File: src/include/sdlt_cfg.svh
// Constants and timing of the serial read latency table block
`ifndef SDLT_CFG_SVH
`define SDLT_CFG_SVH
`define SDLT_Q_ID        8'h90
`define SDLT_Q_LEN       8'h56
`define SDLT_Q_ROWS      8'h06
`define SDLT_Q_ROWLEN    7'h0E
`define SDLT_Q_ASC_F     8'h46
`define SDLT_Q_ASC_C     8'h43
`define SDLT_Q_OFF_ID    7'h00
`define SDLT_Q_OFF_LEN   7'h01
`define SDLT_Q_OFF_ROWS  7'h02
`define SDLT_Q_OFF_RLEN  7'h03
`define SDLT_Q_OFF_F     7'h04
`define SDLT_Q_OFF_OPC   7'h06
`define SDLT_Q_OFF_BODY  7'h12
`define SDLT_Q_OFF_ROW4  7'h2E
`define SDLT_Q_OFF_LAST  7'h57
`define SDLT_Q_TOP_ROW   7'h04
`define SDLT_OPC_RD3     8'h03
`define SDLT_OPC_RD4     8'h13
`define SDLT_OPC_FST3    8'h0B
`define SDLT_OPC_FST4    8'h0C
`define SDLT_OPC_DO3     8'h3B
`define SDLT_OPC_DO4     8'h3C
`define SDLT_OPC_QO3     8'h6B
`define SDLT_OPC_QO4     8'h6C
`define SDLT_OPC_DIO3    8'hBB
`define SDLT_OPC_DIO4    8'hBC
`define SDLT_OPC_QIO3    8'hEB
`define SDLT_OPC_QIO4    8'hEC
`define SDLT_F50         8'h32
`define SDLT_F80         8'h50
`define SDLT_F90         8'h5A
`define SDLT_F104        8'h68
`define SDLT_F133        8'h85
`define SDLT_LC_50       2'h3
`define SDLT_LC_80       2'h0
`define SDLT_LC_90       2'h1
`define SDLT_LC_104      2'h2
`define SDLT_NONE        8'h00
`define SDLT_NOSUP       8'hFF
`define SDLT_MODE_DIO    8'h04
`define SDLT_MODE_QIO    8'h02
`define SDLT_LAT_SLOW    8'h08
`define SDLT_LAT_DIO_90  8'h01
`define SDLT_LAT_DIO_104 8'h02
`define SDLT_LAT_QIO_50  8'h01
`define SDLT_LAT_QIO_80  8'h04
`define SDLT_LAT_QIO_104 8'h05
`define SDLT_ADDR3       6'h18
`define SDLT_ADDR4       6'h20
`endif

File: src/include/sdlt_pkg.sv
// Types shared by the read latency table block
package sdlt_pkg;
   typedef enum logic [2:0] {CL_READ = 3'h0, CL_FAST = 3'h1,
      CL_DOUT = 3'h2, CL_QOUT = 3'h3, CL_DIO = 3'h4,
      CL_QIO = 3'h5} sdlt_cls_t;
   typedef enum logic [2:0] {ST_IDLE = 3'h0, ST_OPC = 3'h1,
      ST_ADDR = 3'h3, ST_DUMMY = 3'h2, ST_DATA = 3'h6,
      ST_IGN = 3'h7} sdlt_st_t;
   typedef struct packed {
      logic      ok;
      logic      four;
      sdlt_cls_t cls;
   } sdlt_dec_t;
   typedef struct packed {
      logic [7:0] mode;
      logic [7:0] lat;
   } sdlt_cyc_t;
endpackage : sdlt_pkg

File: src/include/sdlt_strm_if.sv
// Valid/ready byte stream between buffer and serialiser
`timescale 1ns/10ps
interface sdlt_strm_if #(parameter int W = 8) ();
   logic         valid;
   logic         ready;
   logic [W-1:0] data;
   modport src (output valid, output data, input ready);
   modport snk (input valid, input data, output ready);
endinterface : sdlt_strm_if

File: src/sdlt_buf.sv
// Small valid/ready buffer for read data bytes
`timescale 1ns/10ps
module sdlt_buf #(
   parameter int W     = 8,
   parameter int DEPTH = 2
) (
   input  wire logic         clock,
   input  wire logic         rstn,
   input  wire logic         flush,
   input  wire logic         in_valid,
   input  wire logic [W-1:0] in_data,
   output logic              in_ready,
   sdlt_strm_if.src          out
);
   localparam int PW = (DEPTH > 1) ? $clog2(DEPTH) : 1;
   localparam int CW = $clog2(DEPTH + 1);
   localparam logic [PW-1:0] PLAST = PW'(DEPTH - 1);
   localparam logic [CW-1:0] CFULL = CW'(DEPTH);

   logic [W-1:0]  mem [DEPTH];
   logic [PW-1:0] wp;
   logic [PW-1:0] rp;
   logic [CW-1:0] cnt;
   logic [CW-1:0] next_cnt;
   logic          push;
   logic          pop;

   assign push     = in_valid && in_ready;
   assign pop      = out.valid && out.ready;
   assign out.data = mem[rp];

   always_comb
   begin
      next_cnt = cnt;
      if (push && !pop)
         next_cnt = cnt + CW'(1);
      else if (pop && !push)
         next_cnt = cnt - CW'(1);
   end

   // Flags are registered so ready and valid never ripple
   always_ff @(posedge clock)
      if (!rstn || flush)
      begin
         cnt       <= '0;
         wp        <= '0;
         rp        <= '0;
         in_ready  <= 1'b1;
         out.valid <= 1'b0;
      end
      else
      begin
         cnt       <= next_cnt;
         in_ready  <= next_cnt != CFULL;
         out.valid <= next_cnt != '0;
         if (push)
            wp <= (wp == PLAST) ? '0 : wp + PW'(1);
         if (pop)
            rp <= (rp == PLAST) ? '0 : rp + PW'(1);
      end

   always_ff @(posedge clock)
      if (push)
         mem[wp] <= in_data;
endmodule : sdlt_buf

File: src/sdlt_top.sv
// Serial read decode, latency selection and query parameter
`timescale 1ns/10ps
`include "sdlt_cfg.svh"
module sdlt_top
   import sdlt_pkg::*;
#(
   parameter int BUF_DEPTH = 2
) (
   input  wire logic        clock,
   input  wire logic        rstn,
   input  wire logic        sck,
   input  wire logic        cs_n,
   input  wire logic [3:0]  io_in,
   output logic      [3:0]  io_out,
   output logic      [3:0]  io_oe,
   input  wire logic [1:0]  latency_code,
   output logic             rd_start,
   output logic      [31:0] rd_addr,
   output logic      [2:0]  rd_cls,
   output logic             rd_four,
   output logic             cmd_reject,
   input  wire logic        in_valid,
   input  wire logic [7:0]  in_data,
   output logic             in_ready,
   output logic             underrun,
   input  wire logic [6:0]  qry_addr,
   output logic      [7:0]  qry_data
);
   logic [2:0]  sck_p;
   logic [1:0]  cs_p;
   logic [3:0]  io_p0;
   logic [3:0]  io_s;
   logic        cs_s;
   logic        cs_d;
   logic        flush_q;
   logic        sck_rise;
   logic        sck_fall;
   sdlt_st_t    st;
   logic [2:0]  bit_cnt;
   logic [7:0]  opc;
   logic [7:0]  next_opc;
   sdlt_dec_t   dec;
   sdlt_cyc_t   cyc_new;
   sdlt_cyc_t   cyc_q;
   logic        accept;
   sdlt_cls_t   cls;
   logic        four;
   logic [1:0]  lc_q;
   logic [5:0]  addr_left;
   logic [5:0]  aw;
   logic [31:0] addr;
   logic [31:0] next_addr;
   logic [4:0]  dum_cnt;
   logic [4:0]  dum_tot;
   logic        opc_done;
   logic        addr_done;
   logic [2:0]  ow;
   logic [3:0]  bl;
   logic [7:0]  sh;
   logic [7:0]  cur;
   logic [3:0]  next_io;
   logic        need;

   sdlt_strm_if #(.W(8)) drain ();

   function automatic logic [7:0] opcode_of(input sdlt_cls_t c,
                                            input logic four_b);
      case (c)
         CL_READ: return four_b ? `SDLT_OPC_RD4 : `SDLT_OPC_RD3;
         CL_FAST: return four_b ? `SDLT_OPC_FST4 : `SDLT_OPC_FST3;
         CL_DOUT: return four_b ? `SDLT_OPC_DO4 : `SDLT_OPC_DO3;
         CL_QOUT: return four_b ? `SDLT_OPC_QO4 : `SDLT_OPC_QO3;
         CL_DIO:  return four_b ? `SDLT_OPC_DIO4 : `SDLT_OPC_DIO3;
         default: return four_b ? `SDLT_OPC_QIO4 : `SDLT_OPC_QIO3;
      endcase
   endfunction : opcode_of

   function automatic sdlt_dec_t decode(input logic [7:0] op);
      sdlt_dec_t d;
      d = '{ok: 1'b0, four: 1'b0, cls: CL_READ};
      for (int i = 0; i < 6; i++)
         for (int f = 0; f < 2; f++)
            if (op == opcode_of(sdlt_cls_t'(3'(i)), f[0]))
               d = '{ok: 1'b1, four: f[0], cls: sdlt_cls_t'(3'(i))};
      return d;
   endfunction : decode

   function automatic sdlt_cyc_t cycles(input logic [1:0] lc,
                                        input sdlt_cls_t c);
      sdlt_cyc_t y;
      y = '{mode: `SDLT_NONE, lat: `SDLT_NONE};
      case (c)
         CL_READ:
            if (lc != `SDLT_LC_50)
               y = '{mode: `SDLT_NOSUP, lat: `SDLT_NOSUP};
         CL_DIO:
         begin
            y.mode = `SDLT_MODE_DIO;
            if (lc == `SDLT_LC_90)
               y.lat = `SDLT_LAT_DIO_90;
            else if (lc == `SDLT_LC_104)
               y.lat = `SDLT_LAT_DIO_104;
         end
         CL_QIO:
         begin
            y.mode = `SDLT_MODE_QIO;
            if (lc == `SDLT_LC_50)
               y.lat = `SDLT_LAT_QIO_50;
            else if (lc == `SDLT_LC_104)
               y.lat = `SDLT_LAT_QIO_104;
            else
               y.lat = `SDLT_LAT_QIO_80;
         end
         default:
            if (lc != `SDLT_LC_50)
               y.lat = `SDLT_LAT_SLOW;
      endcase
      return y;
   endfunction : cycles

   function automatic logic [7:0] qry_byte(input logic [6:0] a);
      logic [6:0] off;
      logic [6:0] row;
      logic [6:0] col;
      logic [7:0] f;
      logic [1:0] lc;
      sdlt_cls_t  c;
      sdlt_cyc_t  y;
      off = a - `SDLT_Q_OFF_BODY;
      row = off / `SDLT_Q_ROWLEN;
      col = off % `SDLT_Q_ROWLEN;
      case (row)
         7'h00:   begin f = `SDLT_F50;  lc = `SDLT_LC_50;  end
         7'h01:   begin f = `SDLT_F80;  lc = `SDLT_LC_80;  end
         7'h02:   begin f = `SDLT_F90;  lc = `SDLT_LC_90;  end
         7'h03:   begin f = `SDLT_F104; lc = `SDLT_LC_104; end
         default: begin f = `SDLT_F133; lc = `SDLT_LC_104; end
      endcase
      c = sdlt_cls_t'(3'((col - 7'h02) >> 1));
      y = cycles(lc, c);
      // Top row keeps only the fast read
      if (row == `SDLT_Q_TOP_ROW && c != CL_FAST)
         y = '{mode: `SDLT_NOSUP, lat: `SDLT_NOSUP};
      case (a)
         `SDLT_Q_OFF_ID:   return `SDLT_Q_ID;
         `SDLT_Q_OFF_LEN:  return `SDLT_Q_LEN;
         `SDLT_Q_OFF_ROWS: return `SDLT_Q_ROWS;
         `SDLT_Q_OFF_RLEN: return {1'b0, `SDLT_Q_ROWLEN};
         `SDLT_Q_OFF_F:    return `SDLT_Q_ASC_F;
         default:          ;
      endcase
      if (a < `SDLT_Q_OFF_OPC)
         return `SDLT_Q_ASC_C;
      if (a < `SDLT_Q_OFF_BODY)
         return opcode_of(sdlt_cls_t'(3'((a - `SDLT_Q_OFF_OPC) >> 1)),
                          a[0]);
      if (a > `SDLT_Q_OFF_LAST)
         return 8'h00;
      if (col == 7'h00)
         return f;
      if (col == 7'h01)
         return {6'h00, lc};
      return col[0] ? y.lat : y.mode;
   endfunction : qry_byte

   // Pins pass two flops; edges found from the second and third
   always_ff @(posedge clock)
      if (!rstn)
      begin
         sck_p <= 3'h0;
         cs_p  <= 2'h3;
         io_p0 <= 4'h0;
         io_s  <= 4'h0;
         cs_d  <= 1'b1;
         flush_q <= 1'b0;
      end
      else
      begin
         sck_p <= {sck_p[1:0], sck};
         cs_p  <= {cs_p[0], cs_n};
         io_p0 <= io_in;
         io_s  <= io_p0;
         cs_d  <= cs_s;
         flush_q <= cs_s && !cs_d;
      end

   assign cs_s     = cs_p[1];
   assign sck_rise = sck_p[1] && !sck_p[2];
   assign sck_fall = !sck_p[1] && sck_p[2];
   assign next_opc = {opc[6:0], io_s[0]};
   assign dec      = decode(next_opc);
   assign cyc_new  = cycles(latency_code, dec.cls);
   assign accept   = dec.ok && cyc_new.mode != `SDLT_NOSUP;
   assign dum_tot  = cyc_q.mode[4:0] + cyc_q.lat[4:0];
   assign opc_done = st == ST_OPC && sck_rise && bit_cnt == 3'h7
                     && !cs_s;
   assign addr_done = st == ST_ADDR && sck_rise && addr_left == aw
                      && !cs_s;

   always_comb
   begin
      case (cls)
         CL_DIO:
         begin
            aw = 6'h02;
            next_addr = {addr[29:0], io_s[1:0]};
         end
         CL_QIO:
         begin
            aw = 6'h04;
            next_addr = {addr[27:0], io_s[3:0]};
         end
         default:
         begin
            aw = 6'h01;
            next_addr = {addr[30:0], io_s[0]};
         end
      endcase
      case (cls)
         CL_DOUT, CL_DIO: ow = 3'h2;
         CL_QOUT, CL_QIO: ow = 3'h4;
         default:         ow = 3'h1;
      endcase
   end

   // Command sequencer, one step per rising serial clock edge
   always_ff @(posedge clock)
      if (!rstn)
      begin
         st        <= ST_IDLE;
         opc       <= 8'h00;
         bit_cnt   <= 3'h0;
         cls       <= CL_READ;
         four      <= 1'b0;
         lc_q      <= 2'h0;
         cyc_q     <= '{mode: `SDLT_NONE, lat: `SDLT_NONE};
         addr      <= 32'h0;
         addr_left <= 6'h00;
         dum_cnt   <= 5'h00;
      end
      else if (cs_s)
         st <= ST_IDLE;
      else if (sck_rise)
         case (st)
            ST_IDLE:
            begin
               opc     <= {7'h00, io_s[0]};
               bit_cnt <= 3'h1;
               st      <= ST_OPC;
            end
            ST_OPC:
            begin
               opc     <= next_opc;
               bit_cnt <= bit_cnt + 3'h1;
               if (bit_cnt == 3'h7)
               begin
                  cls       <= dec.cls;
                  four      <= dec.four;
                  lc_q      <= latency_code;
                  cyc_q     <= cyc_new;
                  addr      <= 32'h0;
                  addr_left <= dec.four ? `SDLT_ADDR4 : `SDLT_ADDR3;
                  st        <= accept ? ST_ADDR : ST_IGN;
               end
            end
            ST_ADDR:
            begin
               addr      <= next_addr;
               addr_left <= addr_left - aw;
               if (addr_left == aw)
               begin
                  dum_cnt <= dum_tot;
                  st      <= dum_tot == 5'h00 ? ST_DATA : ST_DUMMY;
               end
            end
            ST_DUMMY:
            begin
               // Mode bits are clocked through but not acted on
               dum_cnt <= dum_cnt - 5'h01;
               if (dum_cnt == 5'h01)
                  st <= ST_DATA;
            end
            default:
               st <= st;
         endcase

   always_ff @(posedge clock)
      if (!rstn)
      begin
         rd_start   <= 1'b0;
         rd_addr    <= 32'h0;
         rd_cls     <= CL_READ;
         rd_four    <= 1'b0;
         cmd_reject <= 1'b0;
      end
      else
      begin
         rd_start   <= addr_done;
         cmd_reject <= opc_done && !accept;
         if (addr_done)
         begin
            rd_addr <= next_addr;
            rd_cls  <= cls;
            rd_four <= four;
         end
      end

   // An empty buffer cannot stall the host, so zeros go out
   assign need = st == ST_DATA && sck_fall && bl == 4'h0;
   assign drain.ready = need;
   assign cur = (bl != 4'h0) ? sh : (drain.valid ? drain.data : 8'h00);

   always_comb
      case (ow)
         3'h4:    next_io = cur[7:4];
         3'h2:    next_io = {2'h0, cur[7:6]};
         default: next_io = {2'h0, cur[7], 1'b0};
      endcase

   always_ff @(posedge clock)
      if (!rstn)
      begin
         io_out   <= 4'h0;
         io_oe    <= 4'h0;
         sh       <= 8'h00;
         bl       <= 4'h0;
         underrun <= 1'b0;
      end
      else if (cs_s)
      begin
         io_oe    <= 4'h0;
         bl       <= 4'h0;
         underrun <= 1'b0;
      end
      else
      begin
         underrun <= need && !drain.valid;
         if (st == ST_DATA && sck_fall)
         begin
            io_out <= next_io;
            io_oe  <= ow == 3'h4 ? 4'hF : (ow == 3'h2 ? 4'h3 : 4'h2);
            sh     <= cur << ow;
            bl     <= (bl == 4'h0 ? 4'h8 : bl) - {1'b0, ow};
         end
      end

   always_ff @(posedge clock)
      if (!rstn)
         qry_data <= 8'h00;
      else
         qry_data <= qry_byte(qry_addr);

   sdlt_buf #(.W(8), .DEPTH(BUF_DEPTH)) u_buf (
      .clock    (clock),
      .rstn     (rstn),
      .flush    (flush_q),
      .in_valid (in_valid),
      .in_data  (in_data),
      .in_ready (in_ready),
      .out      (drain.src)
   );
endmodule : sdlt_top

File: config.mk
export PLATFORM = sky130hd
export DESIGN_NAME = sdlt_top
export DESIGN_NICKNAME = d
export VERILOG_FILES = /design/src/include/sdlt_pkg.sv /design/src/include/sdlt_strm_if.sv /design/src/sdlt_buf.sv /design/src/sdlt_top.sv
export VERILOG_INCLUDE_DIRS = /design/src /design/src/include
export SDC_FILE = /design/constraint.sdc
export NUM_CORES = 1
export LEC_CHECK = 0
export ABC_AREA = 1
export CORE_ASPECT_RATIO = 1.4
export CORE_MARGIN = 2
export CORE_UTILIZATION = 55
export CTS_CLUSTER_DIAMETER = 30
export CTS_CLUSTER_SIZE = 12
export DETAILED_ROUTE_END_ITERATION = 8
export DONT_BUFFER_PORTS = 1
export GPL_TIMING_DRIVEN = 0
export PLACE_DENSITY = 0.73
export SLEW_MARGIN = 25
export SYNTH_ARGS = -nofsm -noshare
export SYNTH_HDL_FRONTEND = slang
export SYNTH_SLANG_ARGS = --single-unit
File: constraint.sdc
create_clock -name clock -period 3.71 [get_ports clock]
set_clock_uncertainty 0.05 [all_clocks]
set_input_delay 0.742 -clock clock [delete_from_list [all_inputs] [get_ports clock]]
set_output_delay 0.742 -clock clock [all_outputs]
set_load 0.01 [all_outputs]
==> results.yml <==
placed_design:
  portBuffers: 0
  dpl-instance-area_sq_um: 9210
  dp_slack_ps: -776
  place.gp.congestion: 0.905
  hpwl_mm: 16.9
synthesis:
  synth-async-reset-ratio_pct: 0
  yosysWarnings: 0
  syn-cell-area_sq_um: 8900
  seq_area_frac_synth_pct: 40.0
  postSynthAreaPerCell_sq_um: 7.27
  synth_cells: 1224
  synth_nets: 1277
  ys_seq_elements: 170
  synth_cell_type_count: 55
  synth_edf_count: 16
  synth_flop_cell: "dfxtp_1"
timing:
  worstMarginPinSlew_ps: 928
  setup-tns-final_ps: 0
  period_minus_slack_ps: 3570
  slew_headroom_pct: 37.6
  rsz0062_at_grt: "true"
  hold_viol: 0
  slew_viol_final: 0
  finalWorstSetupSlack_ps: 141
  fmax_ghz: 0.280
  setup_violations: 0
  final.period_utilization_pct: 96.2
  fin_hold_ws_ps: 345
critical_path:
  r2r_cells: 13
  cp_top_family: "simple AND/OR/NAND/NOR gates"
  r2r_setup_slack_ps: 290
  path_class: "primary input to flop"
  reg2reg_to: "rd_addr[0]"
  slowest_delay_ps: 320
  cp_data_arrival_time_ps: 3880
  reg2reg_from: "cls[2]"
  path_common_cell: "nand2_4"
  cp.required_ps: 4020
  cp_num_cells: 28
  path_max_fanout: 7
  cpMaxStageDelayCell: "ha_4"
  path_buf_inv: 2
  critPathLaunchType: "primary input"
  endpoint_kind: "flop"
power_and_ir_drop:
  ir_drop_v: 0.000326
  power_leakage_nw: 4.33
  power_per_cell_area_nw_per_um2: 434
cts:
  clk_latency_ps: 430
  cts_tree: "built"
  numCtsBuffers: 17
  clock_sinks: 170
  cts-root-buf: "clkbuf_16"
  cts.path.max_buffers: 2
  h-tree-depth: 4
  clk_pin_slew_ps: 70
hold_path:
  hold_class: "flop to flop"
  hold_depth: 1
  min_delay_worst_endpoint: "flush_q"
  min-delay-start: "cs_d"
floorplanning:
  pin_count: 82
  row_count: 55
  fp.dieArea_sq_um: 17200
  start_util_pct: 55.5
  coreArea_sq_um: 16000
  fp.dieH_um: 155
  die_width_um: 112
routing:
  wl_per_cell_um: 15.5
  post-route-drc-count: 0
  vias_per_cell: 5.59
  dr.first_iter.drc_count: 495
  vias: 8255
  drtAntennaViolNets: 0
  drtPass1Iterations: 5
  routed_wl_mm: 22.9
grt:
  grt_pass1_wl_mm: 37.4
  grt_max_degree: 17
  gr-total-overflow: 0
  grt_pass1_vias: 7872
  antenna_found_initial: 0
  grtUsageTotal_pct: 26.4
layout:
  antenna_cells: 0
  layout.nets: 1317
  synthToLayoutAreaGrowth_pct: 13.9
  drive_gt1_share_pct: 12.8
  final_area_sq_um: 10100
run_status:
  status: "completed"
run:
  maxCapViolations: 0
sequential cells by signal (all words and copies together), names as in the netlist, 4 cells and up, named ones only:
signal and count:
rd_addr 32, addr_left 6, sh 8, addr 31, u_buf.mem 16, bl 4, io_s 4, io_out 4
dum_cnt 5, cyc_q 7, qry_data 8, opc 7, io_p0 4
logic make-up after synthesis:
logic type               share of synthesized area [%]
multiplexers                                     0.844
buffers and inverters                             8.55
XOR/XNOR                                          1.08
flip-flops                                        40.0
AO/OA/AOI/OAI                                     16.2
adder cells (fa/ha/maj)                           4.05
AND/OR/NAND/NOR                                   29.2
report_power, final:
| part | leakage, nW | switching (W) | internal, W |
|---|---|---|---|
| combinational | 2.68 | 0.000494 | 0.000285 |
| sequential | 1.40 | 0.0000281 | 0.00190 |
| clock | 0.260 | 0.000765 | 0.000921 |
| total | 4.33 | 0.00129 | 0.00311 |
how the worst max path moves through the flow:
stage / endpoint / startpoint / slack (ps)
floorplan: qry_data[4] / qry_addr[1] / -7
global placement: dum_cnt[1] / cls[2] / -710
detailed placement: dum_cnt[3] / cls[2] / -780
CTS: qry_data[4] / qry_addr[1] / 30
global route: qry_data[1] / qry_addr[2] / -80
finish: qry_data[1] / qry_addr[2] / 140
worst register-to-register path: cells and delay by family, from the launching register on:
family / cells / cell delay [ps]
and+or+nand+nor: 6 / 1380
buffers and inverters: 5 / 960
adders and majority gates: 1 / 420
DFF: 1 / 350
AOI/OAI and AO/OA: 1 / 170
per-layer routing:
layer  track usage [%]  vias up  wire (um)
met5                 0        -          0
met4              8.64        0        484
li1                  -     4144          -
met3              5.84       43       1220
met1              30.1     3868       9200
met2              48.7      200      12000
layout make-up:
cell class | count | area (sq um)
multi-input cells | 861 | 4790
clock buffers | 17 | 425
clock inverters | 15 | 126
well taps | 199 | 249
repair buffers | 23 | 185
plain buffers | 45 | 208
inverters | 146 | 582
fillers | 1482 | 5900
flip-flops and latches | 170 | 3560
cells in the mapped netlist, drive strengths merged, types with 24 or more instances:
| cell type | n | share of area, % |
|---|---|---|
| nand3 | 69 | 4.6 |
| clkbuf | 40 | 1.7 |
| ha | 24 | 3.4 |
| o22ai | 26 | 1.8 |
| o21ai | 60 | 3.4 |
| dfxtp | 154 | 35 |
| a21oi | 108 | 6.2 |
| nor3 | 26 | 1.6 |
| nand2 | 309 | 14 |
| nor2 | 131 | 6.3 |
| inv | 140 | 6.0 |
metrics by stage:
step / instances / total power (W) / utilization [%]
finish: 1476 / 0.00439 / 63.2
global route: 1476 / 0.00456 / 63.2
CTS: 1456 / 0.00425 / 61.2
detailed placement: 1423 / 0.00259 / 57.4
global placement: 1423 / 0.00258 / 57.4
floorplan: 1224 / 0.00247 / -
what timing repair did:
item	4_1_cts	5_1_grt
resized for setup	13	38
pin swaps	0	31
hold buffers	0	0
endpoints found under the setup margin	50	28
buffers inserted	1	22
layout by cell type (no fill, tap or decap), types with 6 or more instances in the layout:
cell type and n:
a31oi_1 10, nand2_2 23, nor2_4 11, dfxtp_1 154
a221oi_1 8, o22ai_1 26, o21ai_0 56, a211oi_1 15
a21oi_1 103, ha_1 22, nand3_1 61, nor2_1 115
edfxtp_1 16, nand2_1 269, nand4_1 14, clkbuf_16 17
buf_4 23, o211ai_1 7, clkinvlp_4 6, inv_1 126
clkbuf_1 35, nor3_1 23, clkinv_1 6, xor2_1 8
nand2_4 14, inv_2 8
No activity file was read; power rests on OpenSTA's default activity.
